`src/design/sc_rx_consts.svh`:
```
`ifndef SC_RX_CONSTS_SVH
`define SC_RX_CONSTS_SVH

// ****************************************
// Register byte offsets
// ****************************************
`define OFS_CTRL 5'h00
`define OFS_STATUS 5'h04
`define OFS_DATA 5'h08
`define OFS_MASK 5'h0c
`define OFS_DIV 5'h10

// ****************************************
// Control and status field positions
// ****************************************
`define CTRL_RX_EN 0
`define CTRL_RIE 1
`define CTRL_ODD 2
`define STAT_BUSY 3

// ****************************************
// Reset values and timing counts
// ****************************************
`define DIV_RESET 16'h0174
`define DIV_MIN 16'h0002
`define LAST_DATA_BIT 3'h7
`define ERR_SIG_ETU 2'h1
`define WORD_ZERO 32'h0000_0000

`endif

```
`src/design/sc_rx_pkg.sv`:
```
package sc_rx_pkg;

  typedef struct packed {
    logic parity_error_flag;
    logic overrun_error_flag;
    logic rx_data_full_flag;
  } rx_flags_t;

  typedef struct packed {
    logic odd_parity;
    logic rx_interrupt_enable;
    logic rx_enable;
  } rx_ctrl_t;

  typedef enum logic [2:0] {
    ST_IDLE,
    ST_START,
    ST_DATA,
    ST_PARITY,
    ST_GUARD,
    ST_ERR_SIG
  } rx_state_t;

endpackage

```
`src/design/sc_rx.sv`:
```
// Behaviour
// [RL1] Card reception follows the normal asynchronous receive sequence.
// [RL2] A failed parity check sets the parity error flag.
// [RL3] Parity error flag with interrupt enable raises the error interrupt.
// [RL4] Software clears the parity error flag before the next parity bit.
// [RL5] A character with bad parity leaves the data-full flag clear.
// [RL6] Good parity keeps the error flag clear and sets data-full.
// [RL7] Data-full with interrupt enable raises the receive-complete interrupt.
// [RL8] Overrun or parity error raises the error interrupt; software clears it.
// [RL9] A character with bad parity is still moved into the data register.
// [RL10] Bad parity pulls the line low in the guard time for retransmission.
//
// Decided for this implementation: the Avalon-MM interface to the registers and the register offsets.
`include "sc_rx_consts.svh"

module sc_rx (
  input wire logic sys_clk_i,
  input wire logic rst_i,
  input wire logic [4:0] avs_address_i,
  input wire logic avs_read_i,
  input wire logic avs_write_i,
  input wire logic [31:0] avs_writedata_i,
  input wire logic [3:0] avs_byteenable_i,
  output logic [31:0] avs_readdata_o,
  output logic avs_waitrequest_o,
  input wire logic card_data_i,
  output logic card_data_o,
  output logic card_data_oe_n_o,
  output sc_rx_pkg::rx_flags_t status_flags_o,
  output logic rx_complete_irq_o,
  output logic rx_error_irq_o,
  output logic irq_o
);

  import sc_rx_pkg::*;

  // ****************************************
  // Declarations
  // ****************************************
  rx_state_t state_r;
  rx_ctrl_t serial_control_reg_r;
  rx_flags_t serial_status_reg_r;
  rx_flags_t status_nxt;
  rx_flags_t irq_mask_r;
  rx_flags_t set_flags;
  rx_flags_t clr_flags;
  logic [15:0] div_r;
  logic [7:0] rx_data_reg_r;
  logic [2:0] bit_cnt_r;
  logic [1:0] err_cnt_r;
  logic parity_bad_r;
  logic line_prev_r;
  logic wait_r;
  logic [31:0] readdata_r;
  logic [31:0] rd_nxt;
  logic oe_n_r;
  logic data_out_r;
  logic rx_complete_irq_r;
  logic rx_error_irq_r;
  logic irq_r;
  logic wr_commit;
  logic start_edge;
  logic mid_tick;
  logic shift_sample;
  logic [7:0] shift_data;
  logic shift_parity;
  logic char_done;
  logic parity_fail;

  // ****************************************
  // Bit timing and data shifter
  // ****************************************
  assign start_edge = (state_r == ST_IDLE) && serial_control_reg_r.rx_enable &&
                      line_prev_r && !card_data_i;
  assign shift_sample = (state_r == ST_DATA) && mid_tick;

  etu_timer u_etu_timer (
    .sys_clk_i(sys_clk_i),
    .rst_i(rst_i),
    .restart_i(start_edge),
    .div_i(div_r),
    .mid_o(mid_tick)
  );

  rx_shifter u_rx_shifter (
    .sys_clk_i(sys_clk_i),
    .rst_i(rst_i),
    .clear_i(start_edge),
    .sample_i(shift_sample),
    .bit_i(card_data_i),
    .data_o(shift_data),
    .parity_o(shift_parity)
  );

  always_ff @(posedge sys_clk_i)
  begin
    if (rst_i)
    begin
      line_prev_r <= 1'b1;
    end
    else
    begin
      line_prev_r <= card_data_i;
    end
  end

  // ****************************************
  // Character reception sequence
  // ****************************************
  assign char_done = (state_r == ST_PARITY) && mid_tick;
  assign parity_fail = (shift_parity ^ card_data_i) != serial_control_reg_r.odd_parity;

  always_ff @(posedge sys_clk_i)
  begin
    if (rst_i)
    begin
      state_r <= ST_IDLE;
      bit_cnt_r <= 3'h0;
      err_cnt_r <= 2'h0;
      parity_bad_r <= 1'b0;
    end
    else
    begin
      case (state_r)
        ST_IDLE:
          if (start_edge)
          begin
            state_r <= ST_START; // see [RL1]
          end
        ST_START:
          if (mid_tick)
          begin
            bit_cnt_r <= 3'h0;
            state_r <= card_data_i ? ST_IDLE : ST_DATA;
          end
        ST_DATA:
          if (mid_tick)
          begin
            if (bit_cnt_r == `LAST_DATA_BIT)
            begin
              state_r <= ST_PARITY;
            end
            else
            begin
              bit_cnt_r <= bit_cnt_r + 3'h1;
            end
          end
        ST_PARITY:
          if (mid_tick)
          begin
            parity_bad_r <= parity_fail;
            state_r <= ST_GUARD;
          end
        ST_GUARD:
          if (mid_tick)
          begin
            err_cnt_r <= 2'h0;
            state_r <= parity_bad_r ? ST_ERR_SIG : ST_IDLE; // see [RL10]
          end
        ST_ERR_SIG:
          if (mid_tick)
          begin
            if (err_cnt_r == `ERR_SIG_ETU - 2'h1)
            begin
              state_r <= ST_IDLE;
            end
            else
            begin
              err_cnt_r <= err_cnt_r + 2'h1;
            end
          end
        default:
          state_r <= ST_IDLE;
      endcase
    end
  end

  // ****************************************
  // Error signal on the card line
  // ****************************************
  always_ff @(posedge sys_clk_i)
  begin
    if (rst_i)
    begin
      oe_n_r <= 1'b1;
      data_out_r <= 1'b1;
    end
    else if ((state_r == ST_GUARD) && mid_tick && parity_bad_r)
    begin
      oe_n_r <= 1'b0; // see [RL10]
      data_out_r <= 1'b0;
    end
    else if ((state_r == ST_ERR_SIG) && mid_tick && (err_cnt_r == `ERR_SIG_ETU - 2'h1))
    begin
      oe_n_r <= 1'b1;
      data_out_r <= 1'b1;
    end
  end

  // ****************************************
  // Receive data register
  // ****************************************
  always_ff @(posedge sys_clk_i)
  begin
    if (rst_i)
    begin
      rx_data_reg_r <= 8'h00;
    end
    else if (char_done && !serial_status_reg_r.rx_data_full_flag)
    begin
      rx_data_reg_r <= shift_data; // see [RL9]
    end
  end

  // ****************************************
  // Status flags, set wins over clear
  // ****************************************
  always_comb
  begin
    set_flags.parity_error_flag = char_done && parity_fail; // see [RL2]
    set_flags.rx_data_full_flag = char_done && !parity_fail &&
                                  !serial_status_reg_r.rx_data_full_flag; // see [RL5] [RL6]
    set_flags.overrun_error_flag = char_done && serial_status_reg_r.rx_data_full_flag;
    clr_flags = '0;
    if (wr_commit && (avs_address_i == `OFS_STATUS) && avs_byteenable_i[0])
    begin
      clr_flags = rx_flags_t'(avs_writedata_i[2:0]); // see [RL4] [RL8]
    end
    status_nxt = set_flags | (serial_status_reg_r & ~clr_flags);
  end

  always_ff @(posedge sys_clk_i)
  begin
    if (rst_i)
    begin
      serial_status_reg_r <= '0;
    end
    else
    begin
      serial_status_reg_r <= status_nxt;
    end
  end

  // ****************************************
  // Interrupt requests
  // ****************************************
  always_ff @(posedge sys_clk_i)
  begin
    if (rst_i)
    begin
      rx_complete_irq_r <= 1'b0;
      rx_error_irq_r <= 1'b0;
      irq_r <= 1'b0;
    end
    else
    begin
      rx_complete_irq_r <= serial_control_reg_r.rx_interrupt_enable &&
                           serial_status_reg_r.rx_data_full_flag; // see [RL7]
      rx_error_irq_r <= serial_control_reg_r.rx_interrupt_enable &&
                        (serial_status_reg_r.parity_error_flag ||
                         serial_status_reg_r.overrun_error_flag); // see [RL3] [RL8]
      irq_r <= |(serial_status_reg_r & irq_mask_r);
    end
  end

  // ****************************************
  // Avalon-MM slave handshake
  // ****************************************
  assign wr_commit = avs_write_i && !wait_r;

  always_ff @(posedge sys_clk_i)
  begin
    if (rst_i)
    begin
      wait_r <= 1'b1;
    end
    else if ((avs_read_i || avs_write_i) && wait_r)
    begin
      wait_r <= 1'b0;
    end
    else
    begin
      wait_r <= 1'b1;
    end
  end

  // ****************************************
  // Register writes
  // ****************************************
  always_ff @(posedge sys_clk_i)
  begin
    if (rst_i)
    begin
      serial_control_reg_r <= '0;
      irq_mask_r <= '0;
      div_r <= `DIV_RESET;
    end
    else if (wr_commit)
    begin
      if ((avs_address_i == `OFS_CTRL) && avs_byteenable_i[0])
      begin
        serial_control_reg_r <= rx_ctrl_t'(avs_writedata_i[2:0]);
      end
      else if ((avs_address_i == `OFS_MASK) && avs_byteenable_i[0])
      begin
        irq_mask_r <= rx_flags_t'(avs_writedata_i[2:0]);
      end
      else if (avs_address_i == `OFS_DIV)
      begin
        if (avs_byteenable_i[0])
        begin
          div_r[7:0] <= avs_writedata_i[7:0];
        end
        if (avs_byteenable_i[1])
        begin
          div_r[15:8] <= avs_writedata_i[15:8];
        end
      end
    end
  end

  // ****************************************
  // Register reads
  // ****************************************
  always_comb
  begin
    rd_nxt = `WORD_ZERO;
    if (avs_address_i == `OFS_CTRL)
      rd_nxt[2:0] = serial_control_reg_r;
    else if (avs_address_i == `OFS_STATUS)
    begin
      rd_nxt[2:0] = serial_status_reg_r;
      rd_nxt[`STAT_BUSY] = (state_r != ST_IDLE);
    end
    else if (avs_address_i == `OFS_DATA)
      rd_nxt[7:0] = rx_data_reg_r;
    else if (avs_address_i == `OFS_MASK)
      rd_nxt[2:0] = irq_mask_r;
    else if (avs_address_i == `OFS_DIV)
      rd_nxt[15:0] = div_r;
  end

  always_ff @(posedge sys_clk_i)
  begin
    if (rst_i)
    begin
      readdata_r <= `WORD_ZERO;
    end
    else if (avs_read_i && wait_r)
    begin
      readdata_r <= rd_nxt;
    end
  end

  // ****************************************
  // Outputs
  // ****************************************
  assign avs_readdata_o = readdata_r;
  assign avs_waitrequest_o = wait_r;
  assign card_data_o = data_out_r;
  assign card_data_oe_n_o = oe_n_r;
  assign status_flags_o = serial_status_reg_r;
  assign rx_complete_irq_o = rx_complete_irq_r;
  assign rx_error_irq_o = rx_error_irq_r;
  assign irq_o = irq_r;

endmodule // sc_rx

```
`src/design/etu_timer.sv`:
```
`include "sc_rx_consts.svh"

module etu_timer (
  input wire logic sys_clk_i,
  input wire logic rst_i,
  input wire logic restart_i,
  input wire logic [15:0] div_i,
  output logic mid_o
);

  logic [15:0] cnt_r;
  logic [15:0] div_eff;

  // ****************************************
  // Bit period counter, pulse at bit centre
  // ****************************************
  assign div_eff = (div_i < `DIV_MIN) ? `DIV_MIN : div_i;
  assign mid_o = (cnt_r == {1'b0, div_eff[15:1]}) && !restart_i;

  always_ff @(posedge sys_clk_i)
  begin
    if (rst_i || restart_i)
    begin
      cnt_r <= 16'h0000;
    end
    else if (cnt_r >= div_eff - 16'h0001)
    begin
      cnt_r <= 16'h0000;
    end
    else
    begin
      cnt_r <= cnt_r + 16'h0001;
    end
  end

endmodule // etu_timer

```
`src/design/rx_shifter.sv`:
```
module rx_shifter (
  input wire logic sys_clk_i,
  input wire logic rst_i,
  input wire logic clear_i,
  input wire logic sample_i,
  input wire logic bit_i,
  output logic [7:0] data_o,
  output logic parity_o
);

  logic [7:0] shift_r;

  // ****************************************
  // LSB-first shift register
  // ****************************************
  always_ff @(posedge sys_clk_i)
  begin
    if (rst_i || clear_i)
    begin
      shift_r <= 8'h00;
    end
    else if (sample_i)
    begin
      shift_r <= {bit_i, shift_r[7:1]};
    end
  end

  assign data_o = shift_r;
  assign parity_o = ^shift_r;

endmodule // rx_shifter

```
`config.mk`:
```
export PLATFORM = sky130hd
export DESIGN_NAME = sc_rx
export DESIGN_NICKNAME = d
export VERILOG_FILES = /design/src/design/sc_rx_pkg.sv /design/src/design/sc_rx.sv /design/src/design/etu_timer.sv /design/src/design/rx_shifter.sv
export VERILOG_INCLUDE_DIRS = /design/src /design/src/design
export SDC_FILE = /design/constraint.sdc
export NUM_CORES = 1
export LEC_CHECK = 0
export ABC_CLOCK_PERIOD_IN_PS = 5500
export BUFFER_PORTS_ARGS = -buffer_cell sky130_fd_sc_hd__buf_2
export CAP_MARGIN = 10
export CORE_MARGIN = 2
export CORE_UTILIZATION = 40
export DETAILED_ROUTE_END_ITERATION = 10
export GPL_ROUTABILITY_DRIVEN = 0
export GPL_TIMING_DRIVEN = 0
export PLACE_DENSITY = 0.67
export SLEW_MARGIN = 15
export SYNTH_ARGS = -nofsm -noshare
export SYNTH_HDL_FRONTEND = slang
export SYNTH_SLANG_ARGS = --single-unit
export TNS_END_PERCENT = 10
```
`constraint.sdc`:
```
create_clock -name sys_clk_i -period 5.5 [get_ports sys_clk_i]
set_input_delay 0.275 -clock sys_clk_i [delete_from_list [all_inputs] [get_ports sys_clk_i]]
set_output_delay 0.275 -clock sys_clk_i [all_outputs]
set_load 0.02 [all_outputs]
```
==> impl_metrics.json, run 1 <==
{
  "clk_latency_ns": 0.34,
  "grt_pass1_vias": 4167,
  "fill_cells": 1135,
  "cts_made_buffers": 9,
  "tritoncts": "yes",
  "worst_slack_ns": 0.853,
  "drt-total-wl_um": 11900,
  "nets": 707,
  "wire_per_inst_um": 15.1,
  "max_slew.worst_pin.slew_ns": 0.628,
  "cts.path.max_buffers": 2,
  "cts_hold_buf": 0,
  "syn_area_sq_um": 4830,
  "portBuffers": 52,
  "tns_ns": 0,
  "clock.fmax_mhz": 215,
  "placed_area_sq_um": 5330,
  "cts_sinks": 88,
  "vias_per_cell": 5.38,
  "grt-ovfl-total": 0,
  "dieArea_sq_um": 13000,
  "hold_depth": 2,
  "drc": 0,
  "grt_pass1_wl_um": 19700,
  "dr.pass1.iters": 4,
  "hpwl_um": 9150,
  "min_from": "avs_write_i",
  "worstSetupPathType": "reg -> reg",
  "grt_usage_pct": 19.1,
  "ir_drop_mv": 0.137,
  "antenna_left": 0,
  "ys_seq_area_share_pct": 36.5,
  "r2r_slack_ns": 0.85,
  "drv_slew": 0,
  "crit-reg2reg-launch": "div_r[11]",
  "power_density_nw_per_um2": 275,
  "reg2reg_depth": 18,
  "p_seq_share_pct": 43.7,
  "p_int_mw": 1.17,
  "synthFlopType": "dfxtp_1",
  "cp-start-kind": "register",
  "cp.arrival_ns": 4.86,
  "crit_required_ns": 5.72,
  "pre_cts_slack_ns": 0.963,
  "maxCapViolations": 0,
  "hold_viol": 0,
  "synth-async-reset-ratio_pct": 0,
  "period_share_pct": 84.5,
  "crit_fanout": 10,
  "rsz0062_at_grt": "no",
  "total_power_mw": 1.56,
  "fin_skew_ns": 0.00714,
  "post_cts_buffers": 0,
  "ys_seq_elements": 88,
  "p_sw_mw": 0.387,
  "outcome": "finished, final reports clean",
  "grt_max_degree": 14,
  "initialDrtViolationCount": 380,
  "synth_warnings": 0,
  "min_period_ns": 4.65,
  "cts_root_buf": "clkbuf_16",
  "initial_core_util_pct": 40.5,
  "fin_cells": 791,
  "leakagePower_nw": 2.43,
  "coreArea_sq_um": 11900,
  "antenna_cells": 0,
  "num_rows": 40,
  "clock_power_share_pct": 43.9,
  "layout.cells.most_common": "dfxtp_1",
  "die-width_um": 114,
  "fin_area_sq_um": 5670,
  "vias": 4254,
  "worstHoldEndpoint": "avs_waitrequest_o",
  "synth_cells": 562,
  "pwr-share-comb_pct": 12.4,
  "drive_above_1_share_pct": 16.9,
  "ios": 87,
  "crit_path_end_kind": "register",
  "antenna_found_initial": 0,
  "htree_num_levels": 3,
  "postCtsResizedCells": 0,
  "die_h_um": 114,
  "swShare_pct": 24.8,
  "synthDistinctLibCells": 59,
  "layout_common_cells": "dfxtp_1 (88), buf_2 (62), nand2_1 (59), nor2_1 (48), a21oi_1 (44)",
  "rr_endpoint": "u_etu_timer.cnt_r[9]",
  "dp.cells": 776,
  "slew_headroom_pct": 57.9,
  "hold_class": "in -> reg",
  "syn2layout_area_growth_pct": 17.4,
  "clk_pin_slew_worst_paths_ns": 0.06,
  "synth.avg_cell_area_sq_um": 8.59,
  "synth-edff-count": 0,
  "setup_viol": 0
}
[stage by stage]
step	hold slack, ns	utilization, %
finish	0.146	47.6
global route	0.147	47.6
CTS	0.142	47.6
detailed placement	0.439	44.7
global placement	0.429	44.7
floorplan	0.382	-
[worst max path at each step]
stage               from                    end  slack (ns)  cells past startpoint
4_1_cts        div_r[11]   u_etu_timer.cnt_r[6]        0.91                     18
6_report       div_r[11]   u_etu_timer.cnt_r[9]        0.85                     18
3_3_place_gp   div_r[11]   u_etu_timer.cnt_r[6]        1.12                     18
5_1_grt        div_r[11]   u_etu_timer.cnt_r[6]        0.53                     18
2_1_floorplan  div_r[11]  u_etu_timer.cnt_r[10]        1.81                     18
3_5_place_dp   div_r[11]   u_etu_timer.cnt_r[6]        0.96                     18
[sequential cells by signal (all words and copies together) (netlist names)]
| register | flops |
|---|---|
| avs_waitrequest_o | 1 |
| serial_control_reg_r | 3 |
| status_flags_o | 3 |
| rx_data_reg_r | 8 |
| irq_mask_r | 3 |
| div_r | 16 |
| state_r | 3 |
| avs_readdata_o | 16 |
| line_prev_r | 1 |
| card_data_o | 1 |
| u_etu_timer.cnt_r | 16 |
| rx_complete_irq_o | 1 |
| irq_o | 1 |
| err_cnt_r | 2 |
| rx_error_irq_o | 1 |
| u_rx_shifter.data_o | 8 |
| bit_cnt_r | 3 |
| parity_bad_r | 1 |
[logic make-up after synthesis]
kind of cell	Yosys count	share of synthesized area (%)
simple gates	191	19.4
compound gates	108	15.3
flops	88	36.5
buf+inv	72	7.70
xor+xnor	49	8.89
mux	32	6.76
fa+ha+maj	21	5.44
other cells	1	0.0777
[cell usage after synthesis (4+ instances only)]
cell / number / share of area (%)
a21o_1: 5 / 0.78
a21oi_1: 44 / 4.6
a22oi_1: 6 / 0.93
and2_1: 6 / 0.78
and3_1: 5 / 0.65
buf_1: 5 / 0.39
buf_2: 10 / 1.0
buf_4: 18 / 2.8
clkbuf_1: 15 / 1.2
dfxtp_1: 88 / 36
ha_1: 21 / 5.4
inv_1: 20 / 1.6
mux2i_1: 30 / 6.2
nand2_1: 59 / 4.6
nand2b_1: 4 / 0.52
nand3_1: 26 / 2.7
nand4_1: 4 / 0.52
nor2_1: 48 / 3.7
nor2b_1: 5 / 0.65
nor3_1: 11 / 1.1
nor4_1: 10 / 1.3
o211ai_1: 13 / 2.0
o41ai_1: 9 / 1.6
or3_1: 4 / 0.52
xnor2_1: 25 / 4.5
xor2_1: 24 / 4.4
[power groups by stage]
stage	combinational [mW]	sequential, mW	clock [mW]
global route	0.212	0.684	0.722
floorplan	0.138	0.690	0
CTS	0.191	0.682	0.695
global placement	0.183	0.695	0
detailed placement	0.189	0.697	0
finish	0.193	0.682	0.686
[worst max-delay path, cell delays in order (launching register included)]
cell      delay, ns
dfxtp_1        0.30
buf_2          0.16
nor4_1         0.49
and3_1         0.29
nand2_1        0.07
nand2_1        0.10
ha_1           0.19
nand2_1        0.11
nor4_1         0.39
nand2_1        0.19
nor4_1         0.33
xnor2_1        0.12
ha_1           0.32
a21oi_1        0.07
o211ai_1       0.28
a211oi_2       0.10
a21oi_1        0.46
clkbuf_1       0.41
a21oi_1        0.13
[per-layer routing]
metal | vias to the layer above | GRT usage [%] | part of all wire (%)
met4 | 0 | 7.56 | 2.4
met5 | - | 0 | 0
met2 | 111 | 32.8 | 49
met3 | 29 | 5.05 | 5.4
li1 | 2092 | - | -
met1 | 2022 | 22.9 | 43
[layout make-up]
class | instances | area, sq um | area share [%]
clock buffer | 13 | 280 | 4.94
clock inverter | 2 | 60.1 | 1.06
multi-input combinational | 417 | 2750 | 48.5
tap | 147 | 184 | 3.24
timing repair buffer | 52 | 260 | 4.59
sequential | 88 | 1760 | 31.1
buffer | 52 | 297 | 5.23
inverter | 20 | 75.1 | 1.32
No activity file was read; power rests on OpenSTA's default activity.
==> run 2: changes to the inputs <==
--- a/config.mk
+++ b/config.mk
@@ -6,7 +6,8 @@
 export SDC_FILE = /design/constraint.sdc
 export NUM_CORES = 1
 export LEC_CHECK = 0
-export ABC_CLOCK_PERIOD_IN_PS = 5500
+export ABC_AREA = 1
+export ABC_CLOCK_PERIOD_IN_PS = 3950
 export BUFFER_PORTS_ARGS = -buffer_cell sky130_fd_sc_hd__buf_2
 export CAP_MARGIN = 10
 export CORE_MARGIN = 2
@@ -14,7 +15,7 @@
 export DETAILED_ROUTE_END_ITERATION = 10
 export GPL_ROUTABILITY_DRIVEN = 0
 export GPL_TIMING_DRIVEN = 0
-export PLACE_DENSITY = 0.67
+export PLACE_DENSITY = 0.7
 export SLEW_MARGIN = 15
 export SYNTH_ARGS = -nofsm -noshare
 export SYNTH_HDL_FRONTEND = slang
==> constraint.sdc (replaced) <==
create_clock -name sys_clk_i -period 3.95 [get_ports sys_clk_i]
set_input_delay 0.1975 -clock sys_clk_i [delete_from_list [all_inputs] [get_ports sys_clk_i]]
set_output_delay 0.1975 -clock sys_clk_i [all_outputs]
set_load 0.02 [all_outputs]
==> run 2 against run 1 <==
Sequential cell count did not move. Synthesized area increased by 0.10%. Worst setup slack worse by 0.47 ns. Register-to-register slack got worse by 0.47 ns. Fmax grew 30%. Die area is 0.11% higher. Critical endpoint is now u_etu_timer.cnt_r[15]. Largest power group is now registers.
==> impl_metrics.json, run 2 <==
{
  "outcome": "finished, final reports clean",
  "synth-compound-area-share_pct": 12.9,
  "num_rows": 40,
  "synth_top_family_by_area": "simple AND/OR/NAND/NOR gates",
  "synth_mux_area_share_pct": 0,
  "drc": 0,
  "fin_area_sq_um": 5650,
  "reg2reg_depth": 23,
  "synthTopCellsByCount": "nand2_1 (130), nor2_1 (116), dfxtp_1 (88)",
  "fill_cells": 1236,
  "crit_path_end_kind": "register",
  "leakagePower_nw": 2.62,
  "dr.pass1.iters": 5,
  "rr_endpoint": "u_etu_timer.cnt_r[15]",
  "placed_area_sq_um": 5330,
  "clock.fmax_mhz": 281,
  "synthDistinctLibCells": 39,
  "layout.cells.most_common": "nand2_1",
  "hold_viol": 0,
  "cts_root_buf": "clkbuf_16",
  "hold_class": "in -> reg",
  "worstHoldEndpoint": "avs_waitrequest_o",
  "crit_required_ns": 4.18,
  "synth-async-reset-ratio_pct": 0,
  "clk_pin_slew_worst_paths_ns": 0.07,
  "rsz0062_at_grt": "no",
  "crit-reg2reg-launch": "div_r[11]",
  "antenna_cells": 0,
  "min_period_ns": 3.56,
  "crit_buf_inv": 6,
  "fin_cells": 918,
  "power_density_nw_per_um2": 379,
  "pre_cts_slack_ns": 0.337,
  "cp-start-kind": "register",
  "vias_per_cell": 4.88,
  "synthTopCellsByArea": "dfxtp_1 (36%), nand2_1 (10%), nor2_1 (9.0%)",
  "crit_fanout": 10,
  "fin_skew_ns": 0.00884,
  "drt-total-wl_um": 12100,
  "critPathTopFamily": "simple AND/OR/NAND/NOR gates",
  "clk_latency_ns": 0.34,
  "wire_per_inst_um": 13.2,
  "r2r_slack_ns": 0.39,
  "hold_depth": 2,
  "syn2layout_area_growth_pct": 16.8,
  "syn_area_sq_um": 4830,
  "maxCapViolations": 0,
  "synth_warnings": 0,
  "drive_above_1_share_pct": 14.7,
  "ys_seq_elements": 88,
  "grt_pass1_wl_um": 19700,
  "ys_seq_area_share_pct": 36.4,
  "synth_cells": 689,
  "multi_input_area_sq_um": 2590,
  "antenna_left": 0,
  "max_stage_delay_ns": 0.30,
  "dp.cells": 902,
  "setup_viol": 0,
  "vias": 4480,
  "synth_xor_area_share_pct": 5.80,
  "dieArea_sq_um": 13000,
  "layout_common_cells": "nand2_1 (130), nor2_1 (116), dfxtp_1 (88), inv_1 (75), buf_2 (56)",
  "nets": 833,
  "regArea_sq_um": 1760,
  "initial_core_util_pct": 40.6,
  "worstSetupPathType": "reg -> reg",
  "grt_max_degree": 17,
  "yosys.area.top_type": "dfxtp_1",
  "portBuffers": 51,
  "worst_slack_ns": 0.388,
  "synth-simple-area-share_pct": 28.0,
  "htree_num_levels": 3,
  "synth_top_area_share_pct": 36.4,
  "slew_headroom_pct": 61.7,
  "whs_ns": 0.0589,
  "synthFlopType": "dfxtp_1",
  "yosysMostFrequentCell": "nand2_1",
  "cts.path.max_buffers": 2,
  "die-width_um": 114,
  "period_share_pct": 90.2,
  "initialDrtViolationCount": 253,
  "hpwl_um": 9200,
  "cts_hold_buf": 0,
  "postCtsResizedCells": 0,
  "worstPathCellList": "buf_2 -> nor2_4 -> nand2_1 -> nor2_2 -> nand2_2 -> nand2_1 -> ha_1 -> inv_1 -> nor2_1 -> inv_1 -> nor3_2 -> nand4_1 -> xnor2_1 -> inv_1 -> ha_1 -> nand2_1 -> inv_1 -> nand3_1 -> nor3_1 -> nand3_1 -> nand4_1 -> buf_2 -> nor2_1",
  "coreArea_sq_um": 11900,
  "die_h_um": 114,
  "crit_path_top_delay_cell": "dfxtp_1",
  "cp_common_cell": "inv_1",
  "grt-ovfl-total": 0,
  "synthAdderAreaFrac_pct": 5.44,
  "synth.avg_cell_area_sq_um": 7.02,
  "tritoncts": "yes",
  "grt_pass1_vias": 3997,
  "max_slew.worst_pin.slew_ns": 0.572,
  "ios": 87,
  "min_from": "avs_read_i",
  "synth-edff-count": 0,
  "cts_sinks": 88,
  "tns_ns": 0,
  "antenna_found_initial": 0,
  "cts_made_buffers": 9,
  "cp.arrival_ns": 3.80,
  "ir_drop_mv": 0.274,
  "grt_usage_pct": 19.1,
  "drv_slew": 0,
  "post_cts_buffers": 0
}
-- run 2: power breakdown --
| part | internal, mW | switching [mW] | leakage (nW) |
|---|---|---|---|
| Clock | 0.517 | 0.382 | 0.154 |
| Sequential | 0.913 | 0.0209 | 0.713 |
| Combinational | 0.105 | 0.203 | 1.75 |
| Total | 1.53 | 0.606 | 2.62 |
-- run 2: worst reg2reg max path: cells and delay by family, from the launching register on --
| kind | cells | cell delay (ns) |
|---|---|---|
| xor+xnor | 1 | 0.16 |
| fa+ha+maj | 2 | 0.44 |
| buf+inv | 6 | 0.74 |
| flops | 1 | 0.30 |
| simple gates | 14 | 1.81 |
-- run 2: kinds of logic after synthesis --
kind of cell | count (synthesis)
AO/OA/AOI/OAI | 116
XOR/XNOR | 32
adder cells (fa/ha/maj) | 21
buffers and inverters | 115
flip-flops | 88
other | 1
AND/OR/NAND/NOR | 316
-- run 2: final cells by class --
type                       instances  area share, %
sequential                        88           31.2
timing repair buffer              51           4.52
inverter                          76           5.05
buffer                            39           4.63
multi-input combinational        501           45.8
tap                              147           3.26
clock inverter                     6           1.31
clock buffer                      10           4.23
-- run 2: stage by stage --
stage,util [%],power [mW]
floorplan,-,1.18
global placement,44.7,1.26
detailed placement,44.7,1.26
CTS,47.4,2.15
global route,47.4,2.23
finish,47.4,2.14
-- run 2: worst max path at each step --
| stage | startpoint | endpoint | slack [ns] | cells after the start |
|---|---|---|---|---|
| floorplan | div_r[11] | u_etu_timer.cnt_r[15] | 0.90 | 23 |
| finish | div_r[11] | u_etu_timer.cnt_r[15] | 0.39 | 23 |
| detailed placement | div_r[11] | u_etu_timer.cnt_r[15] | 0.34 | 23 |
| CTS | div_r[11] | u_etu_timer.cnt_r[15] | 0.29 | 23 |
| global placement | div_r[11] | u_etu_timer.cnt_r[15] | 0.30 | 23 |
| global route | div_r[14] | u_etu_timer.cnt_r[0] | 0.05 | 23 |
-- run 2: layer usage --
layer	wire, um	GRT usage (%)	part of all wire (%)
met1	5720	25.6	47
met5	0	0	0
met4	187	4.23	1.5
met2	5650	31.4	47
met3	586	4.30	4.8
